$ cat src/include/hbrg_pkg.sv
// What this block does
// - Bus master releases bus, then grants
// - Release floats address, data, selects, strobes
// - Host request outranks every peer request
// - Grant held low until request withdrawn
// - Only bus master drives grant; others monitor
// - Grant floats one clock before going low
// - Chip select plus request pulls acknowledge low
`default_nettype none
package hbrg_pkg;
  localparam int unsigned PEER_COUNT = 6;
  localparam int unsigned FLOAT_CYCLES = 1;
  // Internal bus driver enables, one per pin group
  typedef struct packed {
    logic addr;
    logic data;
    logic sel;
    logic strobe;
  } hbrg_bus_oe_s;
  localparam hbrg_bus_oe_s BUS_OFF = 4'h0;
  localparam hbrg_bus_oe_s BUS_ON  = 4'hF;
  typedef enum logic [2:0] {
    ST_IDLE,
    ST_RELEASE,
    ST_FLOAT,
    ST_GRANT,
    ST_RESUME
  } hbrg_state_e;
endpackage
`default_nettype wire

$ cat src/hbrg_top.sv
`timescale 1ns/1ps
`default_nettype none
module hbrg_top #(
  parameter int unsigned PEERS = hbrg_pkg::PEER_COUNT
) (
  // Clock and reset
  input  wire logic                core_clk_in,
  input  wire logic                sys_rst_in,
  // Host pins
  input  wire logic                host_bus_request_n_in,
  input  wire logic                chip_select_n_in,
  input  wire logic                host_bus_grant_n_in,
  output logic                     host_bus_grant_n_out,
  output logic                     host_bus_grant_oe_out,
  output logic                     host_wait_ack_out,
  output logic                     host_wait_ack_oe_out,
  // Multiprocessor arbitration
  input  wire logic [PEERS-1:0]    peer_bus_requests_n_in,
  input  wire logic                own_bus_master_in,
  output logic                     own_bus_request_n_out,
  // Core side
  input  wire logic                core_bus_want_in,
  output hbrg_pkg::hbrg_bus_oe_s   bus_oe_out,
  output logic                     host_granted_out
);
  // Peer field cannot be wider than the peer count
  if (PEERS < 1 || PEERS > hbrg_pkg::PEER_COUNT) begin : g_bad_peers
    $error("PEERS out of range");
  end

  ////////////////////////////////////////////////////////////////////
  // Pin synchronisers
  // All pins are asynchronous; only the second stage is ever read
  logic             hbr_sync;
  logic             cs_sync;
  logic             gnt_sync;
  logic [PEERS-1:0] peer_sync;
  hbrg_sync2 #(
    .WIDTH (1)
  ) hbr_sync2_inst (
    .core_clk_in (core_clk_in),
    .sys_rst_in  (sys_rst_in),
    .async_in    (host_bus_request_n_in),
    .sync_out    (hbr_sync)
  );
  hbrg_sync2 #(
    .WIDTH (1)
  ) cs_sync2_inst (
    .core_clk_in (core_clk_in),
    .sys_rst_in  (sys_rst_in),
    .async_in    (chip_select_n_in),
    .sync_out    (cs_sync)
  );
  hbrg_sync2 #(
    .WIDTH (1)
  ) gnt_sync2_inst (
    .core_clk_in (core_clk_in),
    .sys_rst_in  (sys_rst_in),
    .async_in    (host_bus_grant_n_in),
    .sync_out    (gnt_sync)
  );
  hbrg_sync2 #(
    .WIDTH (PEERS)
  ) peer_sync2_inst (
    .core_clk_in (core_clk_in),
    .sys_rst_in  (sys_rst_in),
    .async_in    (peer_bus_requests_n_in),
    .sync_out    (peer_sync)
  );
  logic host_req;
  logic host_sel;
  logic peer_req;
  logic mon_grant;
  assign host_req  = ~hbr_sync;
  assign host_sel  = ~cs_sync;
  assign peer_req  = ~&peer_sync;
  assign mon_grant = ~gnt_sync;

  ////////////////////////////////////////////////////////////////////
  // Handover state machine
  hbrg_pkg::hbrg_state_e state_reg;
  logic [1:0]            float_cnt_reg;
  always_ff @(posedge core_clk_in) begin
    if (sys_rst_in) begin
      state_reg     <= hbrg_pkg::ST_IDLE;
      float_cnt_reg <= 2'h0;
    end else begin
      case (state_reg)
        hbrg_pkg::ST_IDLE: begin
          // Only the bus master answers the host
          if (host_req && own_bus_master_in) begin
            state_reg <= hbrg_pkg::ST_RELEASE;
          end
        end
        hbrg_pkg::ST_RELEASE: begin
          float_cnt_reg <= 2'h0;
          state_reg     <= hbrg_pkg::ST_FLOAT;
        end
        hbrg_pkg::ST_FLOAT: begin
          float_cnt_reg <= float_cnt_reg + 2'h1;
          if (!host_req) begin
            state_reg <= hbrg_pkg::ST_RESUME;
          end else if (float_cnt_reg == 2'(hbrg_pkg::FLOAT_CYCLES - 1)) begin
            state_reg <= hbrg_pkg::ST_GRANT;
          end
        end
        hbrg_pkg::ST_GRANT: begin
          if (!host_req) begin
            state_reg <= hbrg_pkg::ST_RESUME;
          end
        end
        hbrg_pkg::ST_RESUME: begin
          state_reg <= hbrg_pkg::ST_IDLE;
        end
        default: begin
          state_reg <= hbrg_pkg::ST_IDLE;
        end
      endcase
    end
  end

  ////////////////////////////////////////////////////////////////////
  // Grant pin
  logic in_handover;
  logic grant_now;
  assign in_handover = (state_reg != hbrg_pkg::ST_IDLE);
  // Grant driven only from grant state; float before it
  // Only a bus master may drive the grant line
  assign grant_now   = (state_reg == hbrg_pkg::ST_GRANT) && host_req && own_bus_master_in;
  always_ff @(posedge core_clk_in) begin
    if (sys_rst_in) begin
      host_bus_grant_oe_out <= 1'b0;
      host_bus_grant_n_out  <= 1'b1;
    end else begin
      // Released on the edge after the request goes away
      host_bus_grant_oe_out <= grant_now;
      host_bus_grant_n_out  <= ~grant_now;
    end
  end

  ////////////////////////////////////////////////////////////////////
  // External bus drivers
  always_ff @(posedge core_clk_in) begin
    if (sys_rst_in) begin
      bus_oe_out <= hbrg_pkg::BUS_OFF;
    end else begin
      // Floated throughout handover, re-driven after resume
      if (in_handover || host_req) begin
        bus_oe_out <= hbrg_pkg::BUS_OFF;
      end else if (own_bus_master_in) begin
        bus_oe_out <= hbrg_pkg::BUS_ON;
      end else begin
        bus_oe_out <= hbrg_pkg::BUS_OFF;
      end
    end
  end

  ////////////////////////////////////////////////////////////////////
  // Host ownership flag
  always_ff @(posedge core_clk_in) begin
    if (sys_rst_in) begin
      host_granted_out <= 1'b0;
    end else begin
      // Non-masters watch the grant line instead
      if (own_bus_master_in) begin
        host_granted_out <= grant_now;
      end else begin
        host_granted_out <= mon_grant;
      end
    end
  end

  ////////////////////////////////////////////////////////////////////
  // Own peer request
  always_ff @(posedge core_clk_in) begin
    if (sys_rst_in) begin
      own_bus_request_n_out <= 1'b1;
    end else begin
      // Host pending suppresses our own peer request
      own_bus_request_n_out <= ~(core_bus_want_in && !own_bus_master_in
                                 && !host_req && !in_handover);
    end
  end

  ////////////////////////////////////////////////////////////////////
  // Host wait acknowledge
  always_ff @(posedge core_clk_in) begin
    if (sys_rst_in) begin
      host_wait_ack_out    <= 1'b0;
      host_wait_ack_oe_out <= 1'b0;
    end else begin
      // Open drain: drive low only, else float
      host_wait_ack_oe_out <= host_sel && host_req;
      host_wait_ack_out    <= 1'b0;
    end
  end

  // Peer requests only matter to the core's own arbiter; held for visibility
  logic unused_peer;
  assign unused_peer = peer_req;
endmodule

////////////////////////////////////////////////////////////////////
// Two-stage synchroniser for asynchronous pins
module hbrg_sync2 #(
  parameter int unsigned WIDTH = 1
) (
  // Clock and reset
  input  wire logic             core_clk_in,
  input  wire logic             sys_rst_in,
  // Pin side and core side
  input  wire logic [WIDTH-1:0] async_in,
  output logic      [WIDTH-1:0] sync_out
);
  if (WIDTH < 1) begin : g_bad_width
    $error("WIDTH must be at least 1");
  end

  logic [WIDTH-1:0] meta_reg;
  // Resets to the idle high level, so no false request follows reset
  always_ff @(posedge core_clk_in) begin
    if (sys_rst_in) begin
      meta_reg <= '1;
      sync_out <= '1;
    end else begin
      meta_reg <= async_in;
      sync_out <= meta_reg;
    end
  end
endmodule
`default_nettype wire

$ cat config.mk
export PLATFORM = sky130hd
export DESIGN_NAME = hbrg_top
export DESIGN_NICKNAME = d
export VERILOG_FILES = /design/src/include/hbrg_pkg.sv /design/src/hbrg_top.sv
export SDC_FILE = /design/constraint.sdc
export NUM_CORES = 1
export LEC_CHECK = 0
export BUFFER_PORTS_ARGS = -buffer_cell sky130_fd_sc_hd__buf_2
export CAP_MARGIN = 20
export CORE_UTILIZATION = 44
export DETAILED_ROUTE_END_ITERATION = 16
export PLACE_DENSITY_LB_ADDON = 0.05
export SETUP_SLACK_MARGIN = 0.15
export SLEW_MARGIN = 30
export SYNTH_ARGS = -nofsm -noshare
export SYNTH_HDL_FRONTEND = slang
export SYNTH_HIERARCHICAL = 1
export SYNTH_SLANG_ARGS = --single-unit
$ cat constraint.sdc
create_clock -name core_clk_in -period 1.45 [get_ports core_clk_in]
set_input_delay 0 -clock core_clk_in [delete_from_list [all_inputs] [get_ports core_clk_in]]
set_output_delay 0 -clock core_clk_in [all_outputs]
set_load 0.01 [all_outputs]
[Yosys cells after proc, flatten, opt, wreduce, memory -nomap -nowiden]
Cells that the tools add are included.
W data, S select, Z words.
Cells by class
  reductions and logical operators: 16
  bitwise operators: 5
  mux-type cells: 8
  eq/ne operators: 6
  add/sub/neg operators: 1
Operator list (count)
  $mux W3: 4
  $pmux W3 S4: 1
  $logic_and A1 B1 Y1: 7
  $eq A3 B2 Y1 const B: 2
  $not A1 Y1: 5
  $mux W4: 1
  $pmux W2 S2: 1
  $eq A3 B1 Y1 const B: 1
  $logic_not A3 Y1: 1
  $ne A3 B2 Y1 const B: 1
  $reduce_and A3 Y1: 1
  $reduce_bool A3 Y1: 1
  $add A2 B1 Y2 const B: 1
  $logic_not A1 Y1: 2
  $logic_not A2 Y1: 1
  $ne A2 B1 Y1 const B: 1
  $ne A2 B2 Y1 const B: 1
  $reduce_bool A2 Y1: 1
  $reduce_or A2 Y1: 1
  $logic_or A1 B1 Y1: 1
  $mux W1: 1
Word-level totals
  input port bits: 13
  output and inout port bits: 10
  register bits after elaboration: 20
  logic and storage cells: 53

[Depth between registers and ports, before layout]
  depth in word-level cells: 5
  gate-level depth with buffers: 5
  mapped depth without buffers: 5

[Hierarchy]
Netlist, hierarchy kept.
Modules (own cells, without submodules)
  hbrg_top: area an instance 425.4 sq um, instances 1, seq. area each 220.2 sq um, cells an instance 43
  hbrg_sync2: area an instance 52.6 sq um, instances 3, seq. area each 40.0 sq um, cells an instance 4

[Worst setup path after synthesis]
No wires, ideal clock.
  kind: register to register
  from: reg float_cnt_reg[0]
  to: reg float_cnt_reg[1]
  path slack: 0.321 ns
  required time: 1.330 ns
  path buffers: 0
  arrival time: 1.009 ns
  cell stages (with the launch flop): 6
  library setup time: 0.120 ns
  clock period less this slack: 1.129 ns
  path through: dfxtp_1 -> inv_1 -> ha_1 -> and4bb_2 -> a21oi_1 -> a21oi_1
Between the ends
  longest elaborated chain between the ends: 2
Ends and longest elaborated chain
  start: declaration: line hbrg_top.sv:82  | logic [1:0] float_cnt_reg;
  start signal: assignment: line hbrg_top.sv:100  | float_cnt_reg <= float_cnt_reg + 2'h1;
  $add A2 B1 Y2: line hbrg_top.sv:100
  $pmux W2 S2: line hbrg_top.sv:88  | case (state_reg)
No other way between the ends.
A chain may end at the register's enable or synchronous reset.

[Final worst setup path]
Ends and elaborated chain as after synthesis.

==> out/summary.txt <==
=================================================================================================
Final number of setup-violating endpoints                                                       0
Starting density of the core                                                                49.8%
Placement Rows                                                                                 12
Maximum clock frequency                                                                   854 MHz
Initial antenna violation count                                                                 0
Routed Antenna Nets                                                                             0
RSZ-0062 raised after global routing                                                           no
Final layout net count                                                                         89
Proportion of layout cells with a drive suffix above 1                                      32.4%
Number of violations reported at the end of detailed-routing iteration 0                        4
Yosys warnings                                                                                  6
Crit-path max FO                                                                                3
Hold path startpoint                                                                   sys_rst_in
Total routing resource utilization after global routing                                     15.4%
Die outline width                                                                         38.4 um
Vias per Instance                                                                            4.82
Via count of the first global-routing pass                                                    377
Count of maximum capacitance violations                                                         0
Post-layout min period                                                                    1.17 ns
HPWL Detailed                                                                              572 um
Gate count after technology mapping                                                            55
Clock tree from TritonCTS                                                                   built
Ys async rst share                                                                             0%
Category of the worst setup path capture point                                               flop
Clock tree skew after final layout                                                    0.000759 ns
Clock group share of total power                                                            30.9%
Total power per unit cell area                                                       1090 mW/mm^2
Portion of the post-synthesis area used by sequential elements                              58.4%
Clock transition at path regs                                                             0.09 ns
Final estimated routing congestion in global placement                                      0.705
Core region area                                                                     0.00117 mm^2
Total Neg Setup Slack                                                                        0 ns
Final worst-path cycle share                                                                80.7%
Number of optimization iterations in the first detailed-route pass                              4
Largest register FFs                                                                            3
Mapped Area                                                                              583 um^2
Nets in the synthesized netlist                                                                69
Vertical die dimension                                                                    38.4 um
Clk Tree Root Cell                                                                   sky130_fd_sc_hd__clkbuf_4
Minimum setup slack among reg-to-reg paths                                                0.28 ns
Cell leakage power                                                                    0.000311 uW
Number of cells on the worst reg-to-reg path                                                    5
Average wire length per cell after detail routing                                         9.57 um
Number of enable-type register cells in the synthesized netlist                                 0
Clock Latency Late Sink                                                                   0.28 ns
Reg-to-reg critical path startpoint                                                  float_cnt_reg[0]
Data required, critical path                                                              1.63 ns
Type of the setup path with the least slack                                          flop to flop
Number of setup buffers added after CTS                                                         0
Utilization after layout                                                                    61.0%
Largest voltage drop on the vdd net                                                        504 uV
Total wirelength of the detailed-routed design                                             842 um
First-pass GRT wire length                                                                1500 um
Worst Hold Path EP                                                                   float_cnt_reg[0]
Worst hold path class                                                                input port to flop
CP Data Arrival Time                                                                      1.35 ns
Maximum clock path buffer count                                                                 2
Inserted Clock Buffers                                                                          3
Critical path startpoint category                                                            flop
Share of total power in combinational logic                                                  6.7%
Htree depth                                                                                     1
Outcome                                                                              finished clean
Net Sw Frac                                                                                 21.8%
Overall die area                                                                     0.00147 mm^2
Number of distinct library cell variants in the gate-level netlist after synthesis             23
Remaining global-route overflow                                                                 0
I/O pin cnt                                                                                    23
Depth of the worst hold-timing path                                                             2
Endpoint of the lowest-slack register-to-register path                               float_cnt_reg[1]
Average footprint of a synthesized cell                                                 10.6 um^2
Number of synthesized register bits                                                            17
Hold violation count in the final report                                                        0
Internal power of the cells                                                                611 uW
Max-slew violation count                                                                        0
Antenna diode instance count                                                                    0
Commonest register cell after synthesis                                              sky130_fd_sc_hd__dfxtp_1
P&R area growth vs syn                                                                      22.5%
Psw                                                                                        171 uW
Number of vias after detailed routing                                                         424
Part of the total power dissipated in sequential elements                                   62.4%
PnR Total Power                                                                            782 uW
Largest net degree at the start of global routing                                              14
Port Buffers                                                                                   15
DR DRC count                                                                                    0
Num Clock Sinks                                                                                17
=================================================================================================
## how the worst max path moves through the flow
stage | start | end | slack (ns)
after global routing | float_cnt_reg[0] | float_cnt_reg[1] | 0.16
after floorplan | float_cnt_reg[0] | float_cnt_reg[1] | 0.32
after detailed placement | float_cnt_reg[0] | float_cnt_reg[1] | 0.26
after CTS | float_cnt_reg[0] | float_cnt_reg[1] | 0.25
final | float_cnt_reg[0] | float_cnt_reg[1] | 0.28
after global placement | float_cnt_reg[0] | float_cnt_reg[1] | 0.28
## layout make-up
class                   count  area, um^2
clock inverters             1        5.00
multi-input cells          31         201
flip-flops and latches     17         342
clock buffers               3        22.5
repair buffers             19         115
inverters                   3        11.3
fillers                   102         457
well taps                  14        17.5
## cells by family (layout without fill, tap and decap cells)
family                   after synthesis  count (layout)  share of synthesized area [%]
other                                  1               1                          0.643
buffers and inverters                  7              26                           7.08
AND/OR/NAND/NOR                       21              21                           22.5
AO/OA/AOI/OAI                          8               8                           9.23
flip-flops                            17              17                           58.4
adder cells (fa/ha/maj)                1               1                           2.15
## synthesized netlist by cell type, drive strengths merged (2+ instances only)
| cell type | number | area [um^2] |
|---|---|---|
| dfxtp | 17 | 340 |
| or2 | 6 | 37.5 |
| buf | 4 | 30.0 |
| inv | 3 | 11.3 |
| nand2 | 3 | 11.3 |
| a21oi | 2 | 10.0 |
| nand4 | 2 | 12.5 |
| nor2 | 2 | 7.51 |
| nor3 | 2 | 10.0 |
## power by group through the flow
stage | Combinational [uW] | Sequential [uW] | Clock (uW)
after CTS | 52.6 | 488 | 261
after global routing | 58.7 | 490 | 282
after floorplan | 28.4 | 499 | 0
final | 52.2 | 488 | 242
after global placement | 44.0 | 498 | 0
after detailed placement | 44.2 | 499 | 0
## worst max-delay path, cell delays in order, from the launching register on
cell and delay (ns):
sky130_fd_sc_hd__dfxtp_2 0.34, sky130_fd_sc_hd__inv_1 0.05, sky130_fd_sc_hd__ha_1 0.27, sky130_fd_sc_hd__and4bb_2 0.22
sky130_fd_sc_hd__a21oi_1 0.11, sky130_fd_sc_hd__a21oi_1 0.07
## stage by stage
step                cell area, um^2  cells  hold WS, ns  setup slack [ns]
floorplan                       583     55       0.0691             0.321
CTS                             713     88      0.00799             0.252
finish                          714     88       0.0222             0.279
global placement                646     80        0.177             0.277
detailed placement              646     80        0.180             0.264
global route                    714     88       0.0267             0.158
## timing repair
action	CTS	global route
gates resized for setup	0	1
hold buffers	4	0
hold endpoints to repair	6	0
setup endpoints to repair	0	1
## layer usage
layer | vias to the layer above | track usage (%) | share of wire (%)
li1 | 224 | - | -
met1 | 181 | 19.8 | 49
met2 | 17 | 22.9 | 44
met3 | 2 | 3.49 | 5.8
met4 | 0 | 10.3 | 0.48
met5 | - | 0 | 0
## placed cells by master, fill, tap and decap left out, types with 2 or more instances in the layout
cell type and instances:
sky130_fd_sc_hd__nor3_1 2, sky130_fd_sc_hd__nor2_1 2, sky130_fd_sc_hd__inv_1 3, sky130_fd_sc_hd__a21oi_1 2, sky130_fd_sc_hd__buf_2 15, sky130_fd_sc_hd__nand2_1 3, sky130_fd_sc_hd__or2_1 6, sky130_fd_sc_hd__dlygate4sd3_1 4
sky130_fd_sc_hd__nand4_1 2, sky130_fd_sc_hd__dfxtp_1 16, sky130_fd_sc_hd__clkbuf_4 3
Note: power is estimated with default switching activity, not from simulation.
